===== src/shared/nbw_pkg.sv =====
// constants and types shared by the nonvolatile block write interface
package nbw_pkg;
   // ==========================================================
   // array organisation and address fields
   localparam int ADDR_W     = 18;
   localparam int SEC_W      = 6;
   localparam int PG_W       = 5;
   localparam int BYTE_W     = 4;
   localparam int SEC_LSB    = 12;
   localparam int PG_LSB     = 7;
   localparam int BLK_LSB    = 4;
   localparam int N_SECTORS  = 64;
   localparam int N_PAGES    = 32;
   localparam int N_BLKS     = 9;
   localparam int BLK_BYTES  = 16;
   localparam int AUX_BYTES  = 4;
   localparam int BIDX_W     = 4;
   localparam int TAG_W      = SEC_W + 1 + PG_W;
   localparam int BLK_DW     = 8 * BLK_BYTES;
   localparam logic [BIDX_W-1:0] AUX_BLK = 4'h8;
   localparam logic [BIDX_W-1:0] LAST_BLK = 4'h8;
   // ==========================================================
   // copy and block switch timing, in cycles
   localparam int RD_CYC     = 5;
   localparam int WR_CYC     = 1;
   localparam int RELOAD_CYC = 1;
   localparam int COPY_CYC   = N_BLKS * (RD_CYC + WR_CYC) + RELOAD_CYC;
   localparam logic [2:0] RD_LAST  = 3'(RD_CYC - 1);
   localparam logic [2:0] SW_LAST  = 3'h3;
   localparam logic [2:0] SWP_LAST = 3'h4;
   // ==========================================================
   // word sizes and status codes
   localparam logic [1:0] WS_BYTE   = 2'h0;
   localparam logic [1:0] WS_HALF   = 2'h1;
   localparam logic [1:0] ST_OK     = 2'h0;
   localparam logic [1:0] ST_PROT   = 2'h1;
   localparam logic [1:0] ST_SPARE0 = 2'h2;
   localparam logic [1:0] ST_LOSS   = 2'h3;
   // ==========================================================
   // register map
   localparam int AXI_AW = 8;
   localparam logic [7:0] OFS_CTRL    = 8'h00;
   localparam logic [7:0] OFS_PROT_LO = 8'h04;
   localparam logic [7:0] OFS_PROT_HI = 8'h08;
   localparam logic [7:0] OFS_STAT    = 8'h0C;
   localparam int CTRL_PIPE = 0;
   localparam int CTRL_PLP  = 1;
   localparam int CTRL_DROP = 2;
   localparam logic [1:0]  CTRL_RST = 2'h0;
   localparam logic [31:0] PROT_RST = 32'h0;
   localparam int STAT_BUSY = 2;
   localparam int STAT_BUFV = 3;
   localparam int STAT_CBLK = 4;
   localparam int STAT_TAG  = 8;
   localparam logic [1:0] RESP_OKAY   = 2'h0;
   localparam logic [1:0] RESP_SLVERR = 2'h2;

   typedef enum logic [2:0] {S_IDLE, S_CRD, S_CWR, S_RELOAD, S_SWITCH} nbw_state_e;
endpackage : nbw_pkg


===== src/shared/nbw_pb_if.sv =====
// page buffer port between the sequencer and its memory
`timescale 1ns/100ps
interface nbw_pb_if;
   import nbw_pkg::*;
   logic                we;
   logic [BIDX_W-1:0]   wblk;
   logic [BLK_BYTES-1:0] wbe;
   logic [BLK_DW-1:0]   wdata;
   logic                re;
   logic [BIDX_W-1:0]   rblk;
   logic [BLK_DW-1:0]   rdata;
   modport ctrl (output we, wblk, wbe, wdata, re, rblk, input rdata);
   modport mem  (input we, wblk, wbe, wdata, re, rblk, output rdata);
endinterface : nbw_pb_if


===== src/logic/nbw_block_write.sv =====
// write sequencer for the nonvolatile array unit with page buffer
//
// Design decisions made here: the register addresses and the AXI4-Lite interface to the registers.
`timescale 1ns/100ps

// Behaviour
// - array unit has 64 sectors, each 32 pages plus one spare page
// - page holds 8 blocks of 16 bytes plus a 4-byte side segment
// - address: sector 17:12, page 11:7, block 6:4, byte 3:0
// - reserved row select ignores address 11:7, picks the sector's spare page
// - side segment select ignores address 6:2, picks the side segment
// - sector 0 spare page: writes fail with error, reads return zero
// - busy is clocked; operations are taken only while busy is low
// - write to a page not buffered holds busy 55 cycles for the copy
// - copy: per block 5 read cycles, 1 write cycle, then 1 reload
// - writes to the last written block of the buffered page add no busy
// - other block of buffered page: busy 4 cycles, 5 with pipelining
// - status 00 means success, non-zero means error and no write
// - status holds its value until the next write is taken; reads leave it
// - one word per write request, sized by word size select
// - writes go anywhere in any order; partial buffer is fine
// - write to overwrite protected sector is refused with status 01
// - page loss protection refuses writes to other pages, status 11
module nbw_block_write (
   input  wire logic                         aclk,
   input  wire logic                         aresetn,
   input  wire logic                         wr_req,
   input  wire logic                         rd_req,
   input  wire logic [nbw_pkg::ADDR_W-1:0]   wr_addr,
   input  wire logic [31:0]                  wr_data,
   input  wire logic [1:0]                   word_size_select,
   input  wire logic                         reserved_row_select,
   input  wire logic                         side_segment_select,
   output logic                              busy_q,
   output logic [1:0]                        status_q,
   output logic                              rd_valid_q,
   output logic [31:0]                       rd_data_q,
   output logic                              arr_rd_req_q,
   output logic [nbw_pkg::TAG_W-1:0]         arr_rd_page_q,
   output logic [nbw_pkg::BIDX_W-1:0]        arr_rd_blk_q,
   input  wire logic [nbw_pkg::BLK_DW-1:0]   arr_rd_data,
   input  wire logic [nbw_pkg::AXI_AW-1:0]   s_axi_awaddr,
   input  wire logic                         s_axi_awvalid,
   output logic                              s_axi_awready,
   input  wire logic [31:0]                  s_axi_wdata,
   input  wire logic [3:0]                   s_axi_wstrb,
   input  wire logic                         s_axi_wvalid,
   output logic                              s_axi_wready,
   output logic [1:0]                        s_axi_bresp,
   output logic                              s_axi_bvalid,
   input  wire logic                         s_axi_bready,
   input  wire logic [nbw_pkg::AXI_AW-1:0]   s_axi_araddr,
   input  wire logic                         s_axi_arvalid,
   output logic                              s_axi_arready,
   output logic [31:0]                       s_axi_rdata,
   output logic [1:0]                        s_axi_rresp,
   output logic                              s_axi_rvalid,
   input  wire logic                         s_axi_rready
);
   import nbw_pkg::*;

   // ==========================================================
   // helpers
   // sector and spare page
   function automatic logic [TAG_W-1:0] tag_of(input logic [ADDR_W-1:0] a, input logic spare);
      // spare page keeps a zero page field so all its aliases match
      tag_of = {a[SEC_LSB +: SEC_W], spare, spare ? {PG_W{1'b0}} : a[PG_LSB +: PG_W]};
   endfunction : tag_of

   function automatic logic [BIDX_W-1:0] blk_of(input logic [ADDR_W-1:0] a, input logic aux);
      blk_of = aux ? AUX_BLK : {1'b0, a[BLK_LSB +: 3]};
   endfunction : blk_of

   function automatic logic [BYTE_W-1:0] byte_of(input logic [ADDR_W-1:0] a, input logic aux);
      byte_of = aux ? {2'h0, a[1:0]} : a[BYTE_W-1:0];
   endfunction : byte_of

   function automatic logic [31:0] strb_merge(input logic [31:0] o, input logic [31:0] n,
                                              input logic [3:0] s);
      for (int i = 0; i < 4; i++) begin
         strb_merge[8*i +: 8] = s[i] ? n[8*i +: 8] : o[8*i +: 8];
      end
   endfunction : strb_merge

   // ==========================================================
   // state
   nbw_state_e            st_q;
   logic [2:0]            cnt_q;
   logic [BIDX_W-1:0]     blk_q;
   logic [BLK_DW-1:0]     blk_reg_q;
   logic                  buf_valid_q;
   logic [TAG_W-1:0]      buf_tag_q;
   logic [BIDX_W-1:0]     cur_blk_q;
   logic [BIDX_W-1:0]     pend_blk_q;
   logic [BLK_BYTES-1:0]  pend_be_q;
   logic [BLK_DW-1:0]     pend_data_q;
   logic [1:0]            ctrl_q;
   logic [31:0]           prot_lo_q;
   logic [31:0]           prot_hi_q;
   logic                  drop_q;
   logic                  rp_v_q;
   logic                  rp_zero_q;
   logic [1:0]            rp_wsel_q;
   nbw_pb_if              pb ();

   nbw_page_mem u_mem (
      .aclk (aclk),
      .p    (pb.mem)
   );

   // ==========================================================
   // request decode
   // field split
   wire [TAG_W-1:0]     w_tag   = tag_of(wr_addr, reserved_row_select);
   wire                 w_spare = reserved_row_select;
   wire [BIDX_W-1:0]    w_blk   = blk_of(wr_addr, side_segment_select);
   wire [BYTE_W-1:0]    w_byt   = byte_of(wr_addr, side_segment_select);
   wire [SEC_W-1:0]     w_sec   = wr_addr[SEC_LSB +: SEC_W];
   wire [63:0]          prot_v  = {prot_hi_q, prot_lo_q};
   wire                 wr_take = wr_req && !busy_q;
   wire                 rd_take = rd_req && !busy_q && !wr_req;
   wire                 buf_ok  = buf_valid_q && !drop_q;
   wire                 w_hit   = buf_ok && (w_tag == buf_tag_q);
   wire                 w_sp0   = w_spare && (w_sec == '0);
   wire                 w_prot  = prot_v[w_sec];
   wire                 w_loss  = ctrl_q[CTRL_PLP] && buf_ok && !w_hit;
   wire [1:0]           w_err   = w_sp0 ? ST_SPARE0 : w_prot ? ST_PROT : w_loss ? ST_LOSS : ST_OK;
   wire                 w_ok    = (w_err == ST_OK);
   wire [BLK_BYTES-1:0] w_be    = (word_size_select == WS_BYTE) ? 16'h0001 << w_byt :
                                  (word_size_select == WS_HALF) ? 16'h0003 << {w_byt[3:1], 1'b0} :
                                                                  16'h000F << {w_byt[3:2], 2'h0};
   wire [BLK_DW-1:0]    w_data  = (word_size_select == WS_BYTE) ? {16{wr_data[7:0]}} :
                                  (word_size_select == WS_HALF) ? {8{wr_data[15:0]}} :
                                                                  {4{wr_data}};
   wire [TAG_W-1:0]     r_tag   = tag_of(wr_addr, reserved_row_select);
   wire [BYTE_W-1:0]    r_byt   = byte_of(wr_addr, side_segment_select);
   wire                 r_zero  = !(buf_ok && r_tag == buf_tag_q) || w_sp0;

   // ==========================================================
   // page buffer port
   wire cwr = (st_q == S_CWR);
   wire rel = (st_q == S_RELOAD);
   wire imm = wr_take && w_ok && w_hit;
   assign pb.we    = cwr || rel || imm;
   assign pb.wblk  = cwr ? blk_q : rel ? pend_blk_q : w_blk;
   assign pb.wbe   = cwr ? {BLK_BYTES{1'b1}} : rel ? pend_be_q : w_be;
   assign pb.wdata = cwr ? blk_reg_q : rel ? pend_data_q : w_data;
   assign pb.re    = rd_take || rel;
   assign pb.rblk  = rel ? pend_blk_q : blk_of(wr_addr, side_segment_select);

   // ==========================================================
   // write sequencer
   always_ff @(posedge aclk) begin
      if (!aresetn) begin
         st_q <= S_IDLE;
         cnt_q <= '0;
         blk_q <= '0;
         busy_q <= 1'b0;
         status_q <= ST_OK;
         buf_valid_q <= 1'b0;
         buf_tag_q <= '0;
         cur_blk_q <= '0;
         arr_rd_req_q <= 1'b0;
         arr_rd_page_q <= '0;
         arr_rd_blk_q <= '0;
         pend_blk_q <= '0;
         pend_be_q <= '0;
         pend_data_q <= '0;
         blk_reg_q <= '0;
      end else begin
         if (drop_q) begin
            buf_valid_q <= 1'b0;
         end
         unique case (st_q)
            S_IDLE: if (wr_take) begin
               status_q <= w_err;
               if (w_ok && w_hit && w_blk != cur_blk_q) begin
                  busy_q <= 1'b1;
                  cnt_q <= ctrl_q[CTRL_PIPE] ? SWP_LAST : SW_LAST;
                  cur_blk_q <= w_blk;
                  st_q <= S_SWITCH;
               end else if (w_ok && !w_hit) begin
                  busy_q <= 1'b1;
                  buf_valid_q <= 1'b0;
                  buf_tag_q <= w_tag;
                  pend_blk_q <= w_blk;
                  pend_be_q <= w_be;
                  pend_data_q <= w_data;
                  blk_q <= '0;
                  cnt_q <= '0;
                  arr_rd_req_q <= 1'b1;
                  arr_rd_page_q <= w_tag;
                  arr_rd_blk_q <= '0;
                  st_q <= S_CRD;
               end
            end
            S_CRD: begin
               arr_rd_req_q <= 1'b0;
               cnt_q <= cnt_q + 3'h1;
               if (cnt_q == RD_LAST) begin
                  blk_reg_q <= arr_rd_data;
                  st_q <= S_CWR;
               end
            end
            S_CWR: begin
               cnt_q <= '0;
               if (blk_q == LAST_BLK) begin
                  st_q <= S_RELOAD;
               end else begin
                  blk_q <= blk_q + 4'h1;
                  arr_rd_req_q <= 1'b1;
                  arr_rd_blk_q <= blk_q + 4'h1;
                  st_q <= S_CRD;
               end
            end
            // pending word stored at the same edge that busy drops
            S_RELOAD: begin
               busy_q <= 1'b0;
               status_q <= ST_OK;
               buf_valid_q <= 1'b1;
               cur_blk_q <= pend_blk_q;
               st_q <= S_IDLE;
            end
            S_SWITCH: begin
               cnt_q <= cnt_q - 3'h1;
               if (cnt_q == '0) begin
                  busy_q <= 1'b0;
                  st_q <= S_IDLE;
               end
            end
         endcase
      end
   end

   // ==========================================================
   // user read path, two cycle latency
   always_ff @(posedge aclk) begin
      if (!aresetn) begin
         rp_v_q <= 1'b0;
         rp_zero_q <= 1'b0;
         rp_wsel_q <= '0;
         rd_valid_q <= 1'b0;
         rd_data_q <= '0;
      end else begin
         rp_v_q <= rd_take;
         rp_zero_q <= r_zero;
         rp_wsel_q <= r_byt[3:2];
         rd_valid_q <= rp_v_q;
         // zero for pages not in the buffer and for sector 0 spare page
         if (rp_v_q) begin
            rd_data_q <= rp_zero_q ? 32'h0000_0000 : pb.rdata[32*rp_wsel_q +: 32];
         end
      end
   end

   // ==========================================================
   // register slave
   wire aw_hs  = s_axi_awvalid && s_axi_awready;
   wire w_hs   = s_axi_wvalid && s_axi_wready;
   wire aw_hav = !s_axi_awready || aw_hs;
   wire w_hav  = !s_axi_wready || w_hs;
   logic [AXI_AW-1:0] awaddr_q;
   logic [31:0]       wdat_q;
   logic [3:0]        wstrb_q;
   wire [AXI_AW-1:0]  wa    = aw_hs ? s_axi_awaddr : awaddr_q;
   wire [31:0]        wd    = w_hs ? s_axi_wdata : wdat_q;
   wire [3:0]         ws    = w_hs ? s_axi_wstrb : wstrb_q;
   wire               do_wr = aw_hav && w_hav && !s_axi_bvalid;
   wire               wmap  = wa == OFS_CTRL || wa == OFS_PROT_LO || wa == OFS_PROT_HI || wa == OFS_STAT;
   wire [31:0]        stat_v = {12'h000, buf_tag_q, cur_blk_q, buf_valid_q, busy_q, status_q};
   wire [31:0]        rmux  = (s_axi_araddr == OFS_CTRL)    ? {30'h0, ctrl_q} :
                              (s_axi_araddr == OFS_PROT_LO) ? prot_lo_q :
                              (s_axi_araddr == OFS_PROT_HI) ? prot_hi_q :
                              (s_axi_araddr == OFS_STAT)    ? stat_v : 32'h0000_0000;
   wire               rmap  = s_axi_araddr == OFS_CTRL || s_axi_araddr == OFS_PROT_LO ||
                              s_axi_araddr == OFS_PROT_HI || s_axi_araddr == OFS_STAT;

   always_ff @(posedge aclk) begin
      if (!aresetn) begin
         s_axi_awready <= 1'b1;
         s_axi_wready <= 1'b1;
         s_axi_bvalid <= 1'b0;
         s_axi_bresp <= RESP_OKAY;
         awaddr_q <= '0;
         wdat_q <= '0;
         wstrb_q <= '0;
         ctrl_q <= CTRL_RST;
         prot_lo_q <= PROT_RST;
         prot_hi_q <= PROT_RST;
         drop_q <= 1'b0;
      end else begin
         drop_q <= 1'b0;
         if (aw_hs) begin
            awaddr_q <= s_axi_awaddr;
            s_axi_awready <= 1'b0;
         end
         if (w_hs) begin
            wdat_q <= s_axi_wdata;
            wstrb_q <= s_axi_wstrb;
            s_axi_wready <= 1'b0;
         end
         if (do_wr) begin
            s_axi_awready <= 1'b0;
            s_axi_wready <= 1'b0;
            s_axi_bvalid <= 1'b1;
            s_axi_bresp <= wmap ? RESP_OKAY : RESP_SLVERR;
            if (wa == OFS_CTRL && ws[0]) begin
               ctrl_q <= wd[1:0];
               drop_q <= wd[CTRL_DROP];
            end
            if (wa == OFS_PROT_LO) begin
               prot_lo_q <= strb_merge(prot_lo_q, wd, ws);
            end
            if (wa == OFS_PROT_HI) begin
               prot_hi_q <= strb_merge(prot_hi_q, wd, ws);
            end
         end
         if (s_axi_bvalid && s_axi_bready) begin
            s_axi_bvalid <= 1'b0;
            s_axi_awready <= 1'b1;
            s_axi_wready <= 1'b1;
         end
      end
   end

   always_ff @(posedge aclk) begin
      if (!aresetn) begin
         s_axi_arready <= 1'b1;
         s_axi_rvalid <= 1'b0;
         s_axi_rdata <= '0;
         s_axi_rresp <= RESP_OKAY;
      end else if (s_axi_arvalid && s_axi_arready) begin
         s_axi_arready <= 1'b0;
         s_axi_rvalid <= 1'b1;
         s_axi_rdata <= rmux;
         s_axi_rresp <= rmap ? RESP_OKAY : RESP_SLVERR;
      end else if (s_axi_rvalid && s_axi_rready) begin
         s_axi_rvalid <= 1'b0;
         s_axi_arready <= 1'b1;
      end
   end
endmodule : nbw_block_write


===== src/logic/nbw_page_mem.sv =====
// page buffer memory: nine blocks, byte enables, registered read
`timescale 1ns/100ps
module nbw_page_mem (
   input wire logic aclk,
   nbw_pb_if.mem    p
);
   import nbw_pkg::*;

   // ==========================================================
   // byte lanes, each its own array so no two processes share one
   for (genvar i = 0; i < BLK_BYTES; i++) begin : g_lane
      logic [7:0] lane_q [N_BLKS];
      always_ff @(posedge aclk) begin
         if (p.we && p.wbe[i]) begin
            lane_q[p.wblk] <= p.wdata[8*i +: 8];
         end
         if (p.re) begin
            p.rdata[8*i +: 8] <= lane_q[p.rblk];
         end
      end
   end
endmodule : nbw_page_mem


===== config.mk =====
export PLATFORM = sky130hd
export DESIGN_NAME = nbw_block_write
export DESIGN_NICKNAME = d
export VERILOG_FILES = /design/src/shared/nbw_pkg.sv /design/src/shared/nbw_pb_if.sv /design/src/logic/nbw_block_write.sv /design/src/logic/nbw_page_mem.sv
export SDC_FILE = /design/constraint.sdc
export NUM_CORES = 2
export LEC_CHECK = 0
export BUFFER_PORTS_ARGS = -buffer_cell sky130_fd_sc_hd__buf_2
export CORE_UTILIZATION = 55
export CTS_BUF_LIST = sky130_fd_sc_hd__clkbuf_16
export CTS_CLUSTER_SIZE = 12
export DETAILED_ROUTE_END_ITERATION = 8
export PLACE_DENSITY = 0.76
export SETUP_SLACK_MARGIN = 0.3
export SLEW_MARGIN = 20
export SYNTH_ARGS = -nofsm -noshare
export SYNTH_HDL_FRONTEND = slang
export SYNTH_SLANG_ARGS = --single-unit

===== constraint.sdc =====
create_clock -name aclk -period 4.1 [get_ports aclk]
set_input_delay 0.615 -clock aclk [delete_from_list [all_inputs] [get_ports aclk]]
set_output_delay 0.615 -clock aclk [all_outputs]
set_load 0.05 [all_outputs]

Yosys cells after proc, flatten, opt, wreduce, memory -nomap -nowiden --
Memories as Yosys holds them, arrays and structs flattened. A register that Yosys moved wholly into a read port is not among the register bits. Cells that the tools add are included.
Cells by class: mux-type cells 104, eq/ne operators 23, add/sub/neg operators 3, bitwise operators 2, reduce and logical (&&, ||, !) cells 91, shift operators 4, order comparisons 1
Operators by type and width (count):
- $mux W128 | 4
- $mux W32 | 5
- $shiftx A128 B8 Y32 | 1
- $mux W16 | 4
- $mux W1 | 52
- $mux W4 | 11
- $logic_and A1 B1 Y1 | 37
- $reduce_and A3 Y1 | 11
- $eq A8 B4 Y1 const B | 4
- $mux W3 | 9
- $mux W20 | 1
- $eq A8 B3 Y1 const B | 2
- $logic_not A8 Y1 | 2
- $pmux W4 S2 | 2
- $shl A1 B4 Y16 const A | 1
- $shl A2 B4 Y16 const A | 1
- $shl A4 B4 Y16 const A | 1
- $pmux W3 S5 | 1
- $mux W2 | 7
- $ne A2 B2 Y1 const B | 7
- $eq A12 B12 Y1 | 1
- $logic_or A1 B1 Y1 | 12
- $pmux W3 S4 | 1
- $reduce_and A4 Y1 | 3
- other kinds (28) | 48
Word-level totals: input bits 243, logic and storage cells 283, bits in registers 496, memories 16, bits in writable memories 1152
Memories:
- u_mem.g_lane[0].lane_q | words 9, bits a word 8, rd ports 1, clocked after memory_dff 1, write ports 1, RTL line nbw_page_mem.sv:12 | logic [7:0] lane_q [N_BLKS];
- u_mem.g_lane[10].lane_q | words 9, bits a word 8, rd ports 1, clocked after memory_dff 1, write ports 1, RTL line nbw_page_mem.sv:12
- u_mem.g_lane[11].lane_q | words 9, bits a word 8, rd ports 1, clocked after memory_dff 1, write ports 1, RTL line nbw_page_mem.sv:12
- u_mem.g_lane[12].lane_q | words 9, bits a word 8, rd ports 1, clocked after memory_dff 1, write ports 1, RTL line nbw_page_mem.sv:12
- u_mem.g_lane[13].lane_q | words 9, bits a word 8, rd ports 1, clocked after memory_dff 1, write ports 1, RTL line nbw_page_mem.sv:12
- u_mem.g_lane[14].lane_q | words 9, bits a word 8, rd ports 1, clocked after memory_dff 1, write ports 1, RTL line nbw_page_mem.sv:12
- +10 memories

Depth between registers and ports, before layout --
depth in word-level cells 15, mapped depth 11, depth with buffers taken out 9

By module --
From an unflattened synthesis, not the netlist that was laid out.
Second synthesis, totals: cell total of the unflattened synthesis 4881, area, all modules 68136.6 µm²
Modules (own cells, without submodules):
- nbw_page_mem | area an instance 49353.6 µm², seq. area each 38436.9 µm², times used 1, cells each 2634
- nbw_block_write | area an instance 18783.0 µm², seq. area each 7967.6 µm², times used 1, cells each 2247

Worst setup path after synthesis --
No wires, ideal clock.
kind flip-flop to flip-flop, from reg busy_q, to reg u_mem.p.rdata[0] (read register of u_mem.g_lane[0].lane_q) (enable), required time 2.988 ns, path buffers 0, library setup time 1.112 ns, path slack 0.032 ns, data arrival time 2.956 ns, stages on the path, launching flop included 4, cell sequence dfxtp_1 nor2_1 nand2_1 nand2_1
Between the ends: word-level cells in the longest chain between the ends 4
RTL lines:
- start: declaration | RTL line nbw_block_write.sv:34 | output logic busy_q,
- start signal: assignment | RTL line nbw_block_write.sv:158 | busy_q <= 1'b0;
- start signal: assignment | RTL line nbw_block_write.sv:178 | busy_q <= 1'b1;
- start signal: assignment | RTL line nbw_block_write.sv:183 | busy_q <= 1'b1;
- $logic_not A1 Y1 | RTL line nbw_block_write.sv:121 | wire rd_take = rd_req && !busy_q && !wr_req;
- $logic_and A1 B1 Y1 (2 in series) | RTL line nbw_block_write.sv:121
- $logic_or A1 B1 Y1 | RTL line nbw_block_write.sv:148 | assign pb.re = rd_take || rel;
- via pb.re | RTL line nbw_pb_if.sv:9 | logic re;
- end: declaration | RTL line nbw_pb_if.sv:13 | modport mem (input we, wblk, wbe, wdata, re, rblk, output rdata);
The timed path passes the listed nets, and every way through them passes these cells. A chain may end at the register's enable or synchronous reset.

Final worst setup path --
from reg buf_tag_q[5], to mem u_mem.g_lane[10].lane_q[7][3] (enable)
Between the ends: word-level cells in the longest chain between the ends 14
RTL lines:
- start: declaration | RTL line nbw_block_write.sv:92 | logic [TAG_W-1:0] buf_tag_q;
- start signal: assignment | RTL line nbw_block_write.sv:185 | buf_tag_q <= w_tag;
- $eq A12 B12 Y1 * | RTL line nbw_block_write.sv:123 | wire w_hit = buf_ok && (w_tag == buf_tag_q);
- $logic_and A1 B1 Y1 * | RTL line nbw_block_write.sv:123
- $logic_not A1 Y1 | RTL line nbw_block_write.sv:126 | wire w_loss = ctrl_q[CTRL_PLP] && buf_ok && !w_hit;
- $logic_and A1 B1 Y1 | RTL line nbw_block_write.sv:126
- $mux W2 (3 in series) | RTL line nbw_block_write.sv:127 | wire [1:0] w_err = w_sp0 ? ST_SPARE0 : w_prot ? ST_PROT : w_loss ? ST_LOSS : ST_OK;
- $logic_not A2 Y1 | RTL line nbw_block_write.sv:128 | wire w_ok = (w_err == ST_OK);
- $logic_and A1 B1 Y1 | RTL line nbw_block_write.sv:143 | wire imm = wr_take && w_ok && w_hit;
- $logic_and A1 B1 Y1 * | RTL line nbw_block_write.sv:143
- $logic_or A1 B1 Y1 * | RTL line nbw_block_write.sv:144 | assign pb.we = cwr || rel || imm;
- $logic_and A1 B1 Y1 * | RTL line nbw_page_mem.sv:14 | if (p.we && p.wbe[i]) begin
- $mux W1 * | RTL line nbw_page_mem.sv:14
- $mux W1 (not written as such) * | RTL line nbw_page_mem.sv:15 | lane_q[p.wblk] <= p.wdata[8*i +: 8];
- end: declaration | RTL line nbw_page_mem.sv:12
Every way passes the cells marked *; elsewhere a longest branch is shown, timed or not.

==> summary.md <==
| Metric | Value |
|---|---|
| H-tree levels | 4 |
| Area Growth Syn to Fin | 14.5% |
| Post-route minimum period | 3.51 ns |
| Asr flop ratio synth | 0% |
| Met2 wire length | 90.7 mm |
| Max Slew Vio Count | 0 |
| CP max stage cell | or4bb_1 |
| Clock Latency Late Sink | 0.80 ns |
| Pre-Repair DR Iteration Count | 8 |
| Clock Path Buffers | 3 |
| Worst Hold Class | in -> reg |
| Die area | 125,000 um2 |
| DR WL/cell | 25.5 um |
| Post-DRT Antenna Nets | 0 |
| Critical path peak fanout | 16 |
| CP cell instances | or4bb_1 > o41ai_1 > buf_4 > a21boi_0 > nand4_1 > a21oi_2 > buf_12 > a31oi_1 > nor2_1 > buf_4 |
| Peak VDD IR | 0.436 mV |
| Max_cap viols | 0 |
| Gpl congestion | 0.937 |
| Top Metal Used | met5 |
| Clk sink count | 1,678 |
| Worst hold path endpoint | blk_reg_q[124]$_SDFFE_PN0P_ |
| Register area share after synthesis | 68.0% |
| Multi-input gate area | 20,200 um2 |
| Mean area per synthesized cell | 11.5 um2 |
| DP HPWL | 137 mm |
| Worst EP arrival | 3.98 ns |
| Antenna violations before repair | 21 |
| TritonCTS clock tree | yes |
| Clk slew on worst S/H paths | 0.06 ns |
| Met3 WL | 29.2 mm |
| Max_slew headroom | 15.2% |
| Port bufs | 334 |
| Ys Warns | 0 |
| Post-CTS Resized | 0 |
| Skew final | 0.0538 ns |
| Final Setup Violations | 0 |
| Placed cell count | 7,763 |
| I/O pin cnt | 337 |
| Seq cells post-synth | 1,678 |
| Vias post-DR | 50,500 |
| Commonest register cell after synthesis | edfxtp_1 |
| Final cell count without fillers | 8,082 |
| Core ar. | 122,000 um2 |
| DRT met1 WL | 76.7 mm |
| Total global-route track usage | 32.3% |
| Largest net degree at the start of global routing | 257 |
| Nets | 6,556 |
| Outcome | finished clean |
| Vias in the first global route | 47,300 |
| HP Start | arr_rd_data[124] |
| First-pass GRT wire length | 300 mm |
| DR DRC count | 0 |
| Most frequent cells in the layout | nand2_1, edfxtp_1, dfxtp_1, nor2_1, a21oi_1 |
| Share of cells above drive strength 1 | 14.9% |
| Synth Cell Area | 68,200 um2 |
| R2R setup slack | 0.59 ns |
| Crit path top cell by count | buf_4 |
| Worst setup path class | reg -> reg |
| Max incr delay on CP | 0.49 ns |
| Most common cell after layout, fill and taps aside | nand2_1 |
| Worst slew pin tran | 1.27 ns |
| CTS Root Cell | clkbuf_16 |
| R2R Path End | u_mem.g_lane[10].lane_q[7][3]$_DFFE_PP_ |
| Die width | 354 um |
| R2R cell count | 10 |
| Count of cell types in the netlist | 66 |
| Gr ovfl total | 0 |
| FP Rows | 128 |
| Worst r2r src | buf_tag_q[5]$_SDFFE_PN0P_ |
| DRT Wirelength | 206 mm |
| Die height | 354 um |
| WHS Path Cells | 3 |
| Total negative slack | 0 ns |
| CP endpoint kind | flip-flop |
| Static Leak | 28.4 nW |
| Initial core utilization | 55.8% |
| Critical Path RT | 4.57 ns |
| Post-synth EDFFs | 1,280 |
| Final Hold Viols | 0 |
| Num CTS Buffers | 168 |
| Fillers | 9,072 |
| Vias per cell | 6.25 |
| Tcrit/Tclk final | 85.7% |
| Unrepaired setup endpoints after global routing | false |
| Startpoint types | flip-flop |
| Pwr/cell area | 458 nW/um2 |
| Max Clk Rate | 285 MHz |
| Gate count of the mapped netlist | 5,935 |
| Initial drt markers | 8,027 |
| Register Area | 46,400 um2 |
cell type report:
class | instances | area share (%)
flip-flops and latches | 1678 | 59.4
well taps | 1625 | 2.60
multi-input cells | 3786 | 25.8
diodes | 14 | 0.0448
clock buffers | 171 | 5.48
inverters | 30 | 0.154
repair buffers | 646 | 5.56
clock inverters | 132 | 0.918
cell families after synthesis:
family / after synthesis / share of synthesized area, %
buffers and inverters: 472 / 2.71
flip-flops: 1678 / 68.0
adder cells (fa/ha/maj): 3 / 0.0660
XOR/XNOR: 14 / 0.180
AO/OA/AOI/OAI: 1122 / 10.4
multiplexers: 151 / 3.12
AND/OR/NAND/NOR: 2494 / 15.5
other: 1 / 0.00550
worst max-delay path: cells and delay by family, from the launching register on:
family,cells,cell delay (ns)
buf+inv,3,0.65
compound gates,4,1.05
simple gates,3,1.03
flops,1,0.42
per-stage QoR:
step / instance area (um2) / power (mW) / hold slack, ns / util, % / worst slack, ns
6_report: 78100 / 35.8 / 0.0362 / 63.8 / 0.587
5_1_grt: 78100 / 36.6 / 0.0301 / 63.8 / 0.388
4_1_cts: 78100 / 35.7 / 0.000251 / 63.8 / 0.612
3_5_place_dp: 73000 / 21.9 / 0.445 / 59.7 / 0.194
3_3_place_gp: 73000 / 21.9 / 0.442 / 59.7 / 0.311
2_1_floorplan: 68200 / 20.7 / 0.431 / - / 0.644
state kept, by name, summed over array words and instances, names as in the netlist, 8 cells and up:
name                 count
u_mem.p.rdata          128
buf_tag_q               12
wdat_q                  32
awaddr_q                 8
blk_reg_q              128
pend_be_q               16
pend_data_q             32
u_mem.g_lane.lane_q   1152
rd_data_q               32
prot_hi_q               32
prot_lo_q               32
s_axi_rdata             32
cells in the mapped netlist, drive strengths merged, types with 3 or more instances:
| master | number | area [um2] |
|---|---|---|
| a211oi | 97 | 728 |
| a21o | 101 | 758 |
| a21oi | 364 | 1830 |
| a22oi | 17 | 128 |
| a311oi | 132 | 1160 |
| a31oi | 163 | 1020 |
| and2 | 8 | 52.6 |
| and3 | 129 | 807 |
| buf | 60 | 300 |
| clkbuf | 382 | 1430 |
| dfxtp | 398 | 7970 |
| edfxtp | 1280 | 38400 |
| inv | 30 | 113 |
| mux2 | 21 | 236 |
| mux2i | 83 | 831 |
| mux4 | 47 | 1060 |
| nand2 | 1496 | 5620 |
| nand2b | 41 | 257 |
| nand3 | 277 | 1390 |
| nand3b | 3 | 22.5 |
| nand4 | 40 | 250 |
| nor2 | 384 | 1440 |
| nor2b | 55 | 344 |
| nor3 | 27 | 146 |
| nor3b | 5 | 37.5 |
| nor4 | 11 | 68.8 |
| nor4b | 3 | 26.3 |
| o211ai | 6 | 45.0 |
| o21a | 9 | 67.6 |
| o21ai | 166 | 831 |
| o31a | 9 | 78.8 |
| o31ai | 38 | 285 |
| or2 | 7 | 43.8 |
| or4 | 3 | 22.5 |
| xnor2 | 7 | 61.3 |
| xor2 | 7 | 61.3 |
routing by layer:
metal,GRT usage (%),up-vias
met3,9.68,514
met1,44.1,24200
met4,14.7,14
li1,-,22200
met5,0,-
met2,47.7,3602
power by group:
group | leakage [nW] | total (mW) | switching (mW) | internal (mW)
clock network | 2.76 | 14.1 | 6.42 | 7.67
logic | 10.9 | 2.93 | 2.12 | 0.813
registers | 14.8 | 18.7 | 0.144 | 18.6
total | 28.4 | 35.8 | 8.68 | 27.1
worst max-delay path by stage:
stage | end | start | slack, ns | cells after the start
global route | u_mem.g_lane[10].lane_q[7][3]$_DFFE_PP_ | buf_tag_q[5]$_SDFFE_PN0P_ | 0.39 | 10
floorplan | u_mem.g_lane[8].lane_q[0][0]$_DFFE_PP_ | wr_addr[13] | 0.64 | 9
CTS | u_mem.g_lane[10].lane_q[7][3]$_DFFE_PP_ | buf_tag_q[5]$_SDFFE_PN0P_ | 0.61 | 10
detailed placement | u_mem.g_lane[10].lane_q[7][1]$_DFFE_PP_ | wr_addr[13] | 0.19 | 10
finish | u_mem.g_lane[10].lane_q[7][3]$_DFFE_PP_ | buf_tag_q[5]$_SDFFE_PN0P_ | 0.59 | 10
global placement | u_mem.g_lane[7].lane_q[7][3]$_DFFE_PP_ | wr_addr[13] | 0.31 | 10
what timing repair did:
item,CTS,global route
endpoints found under the hold margin,2,0
setup buffers,0,0
hold buffers,2,0
(Power assumes the default switching activity.)
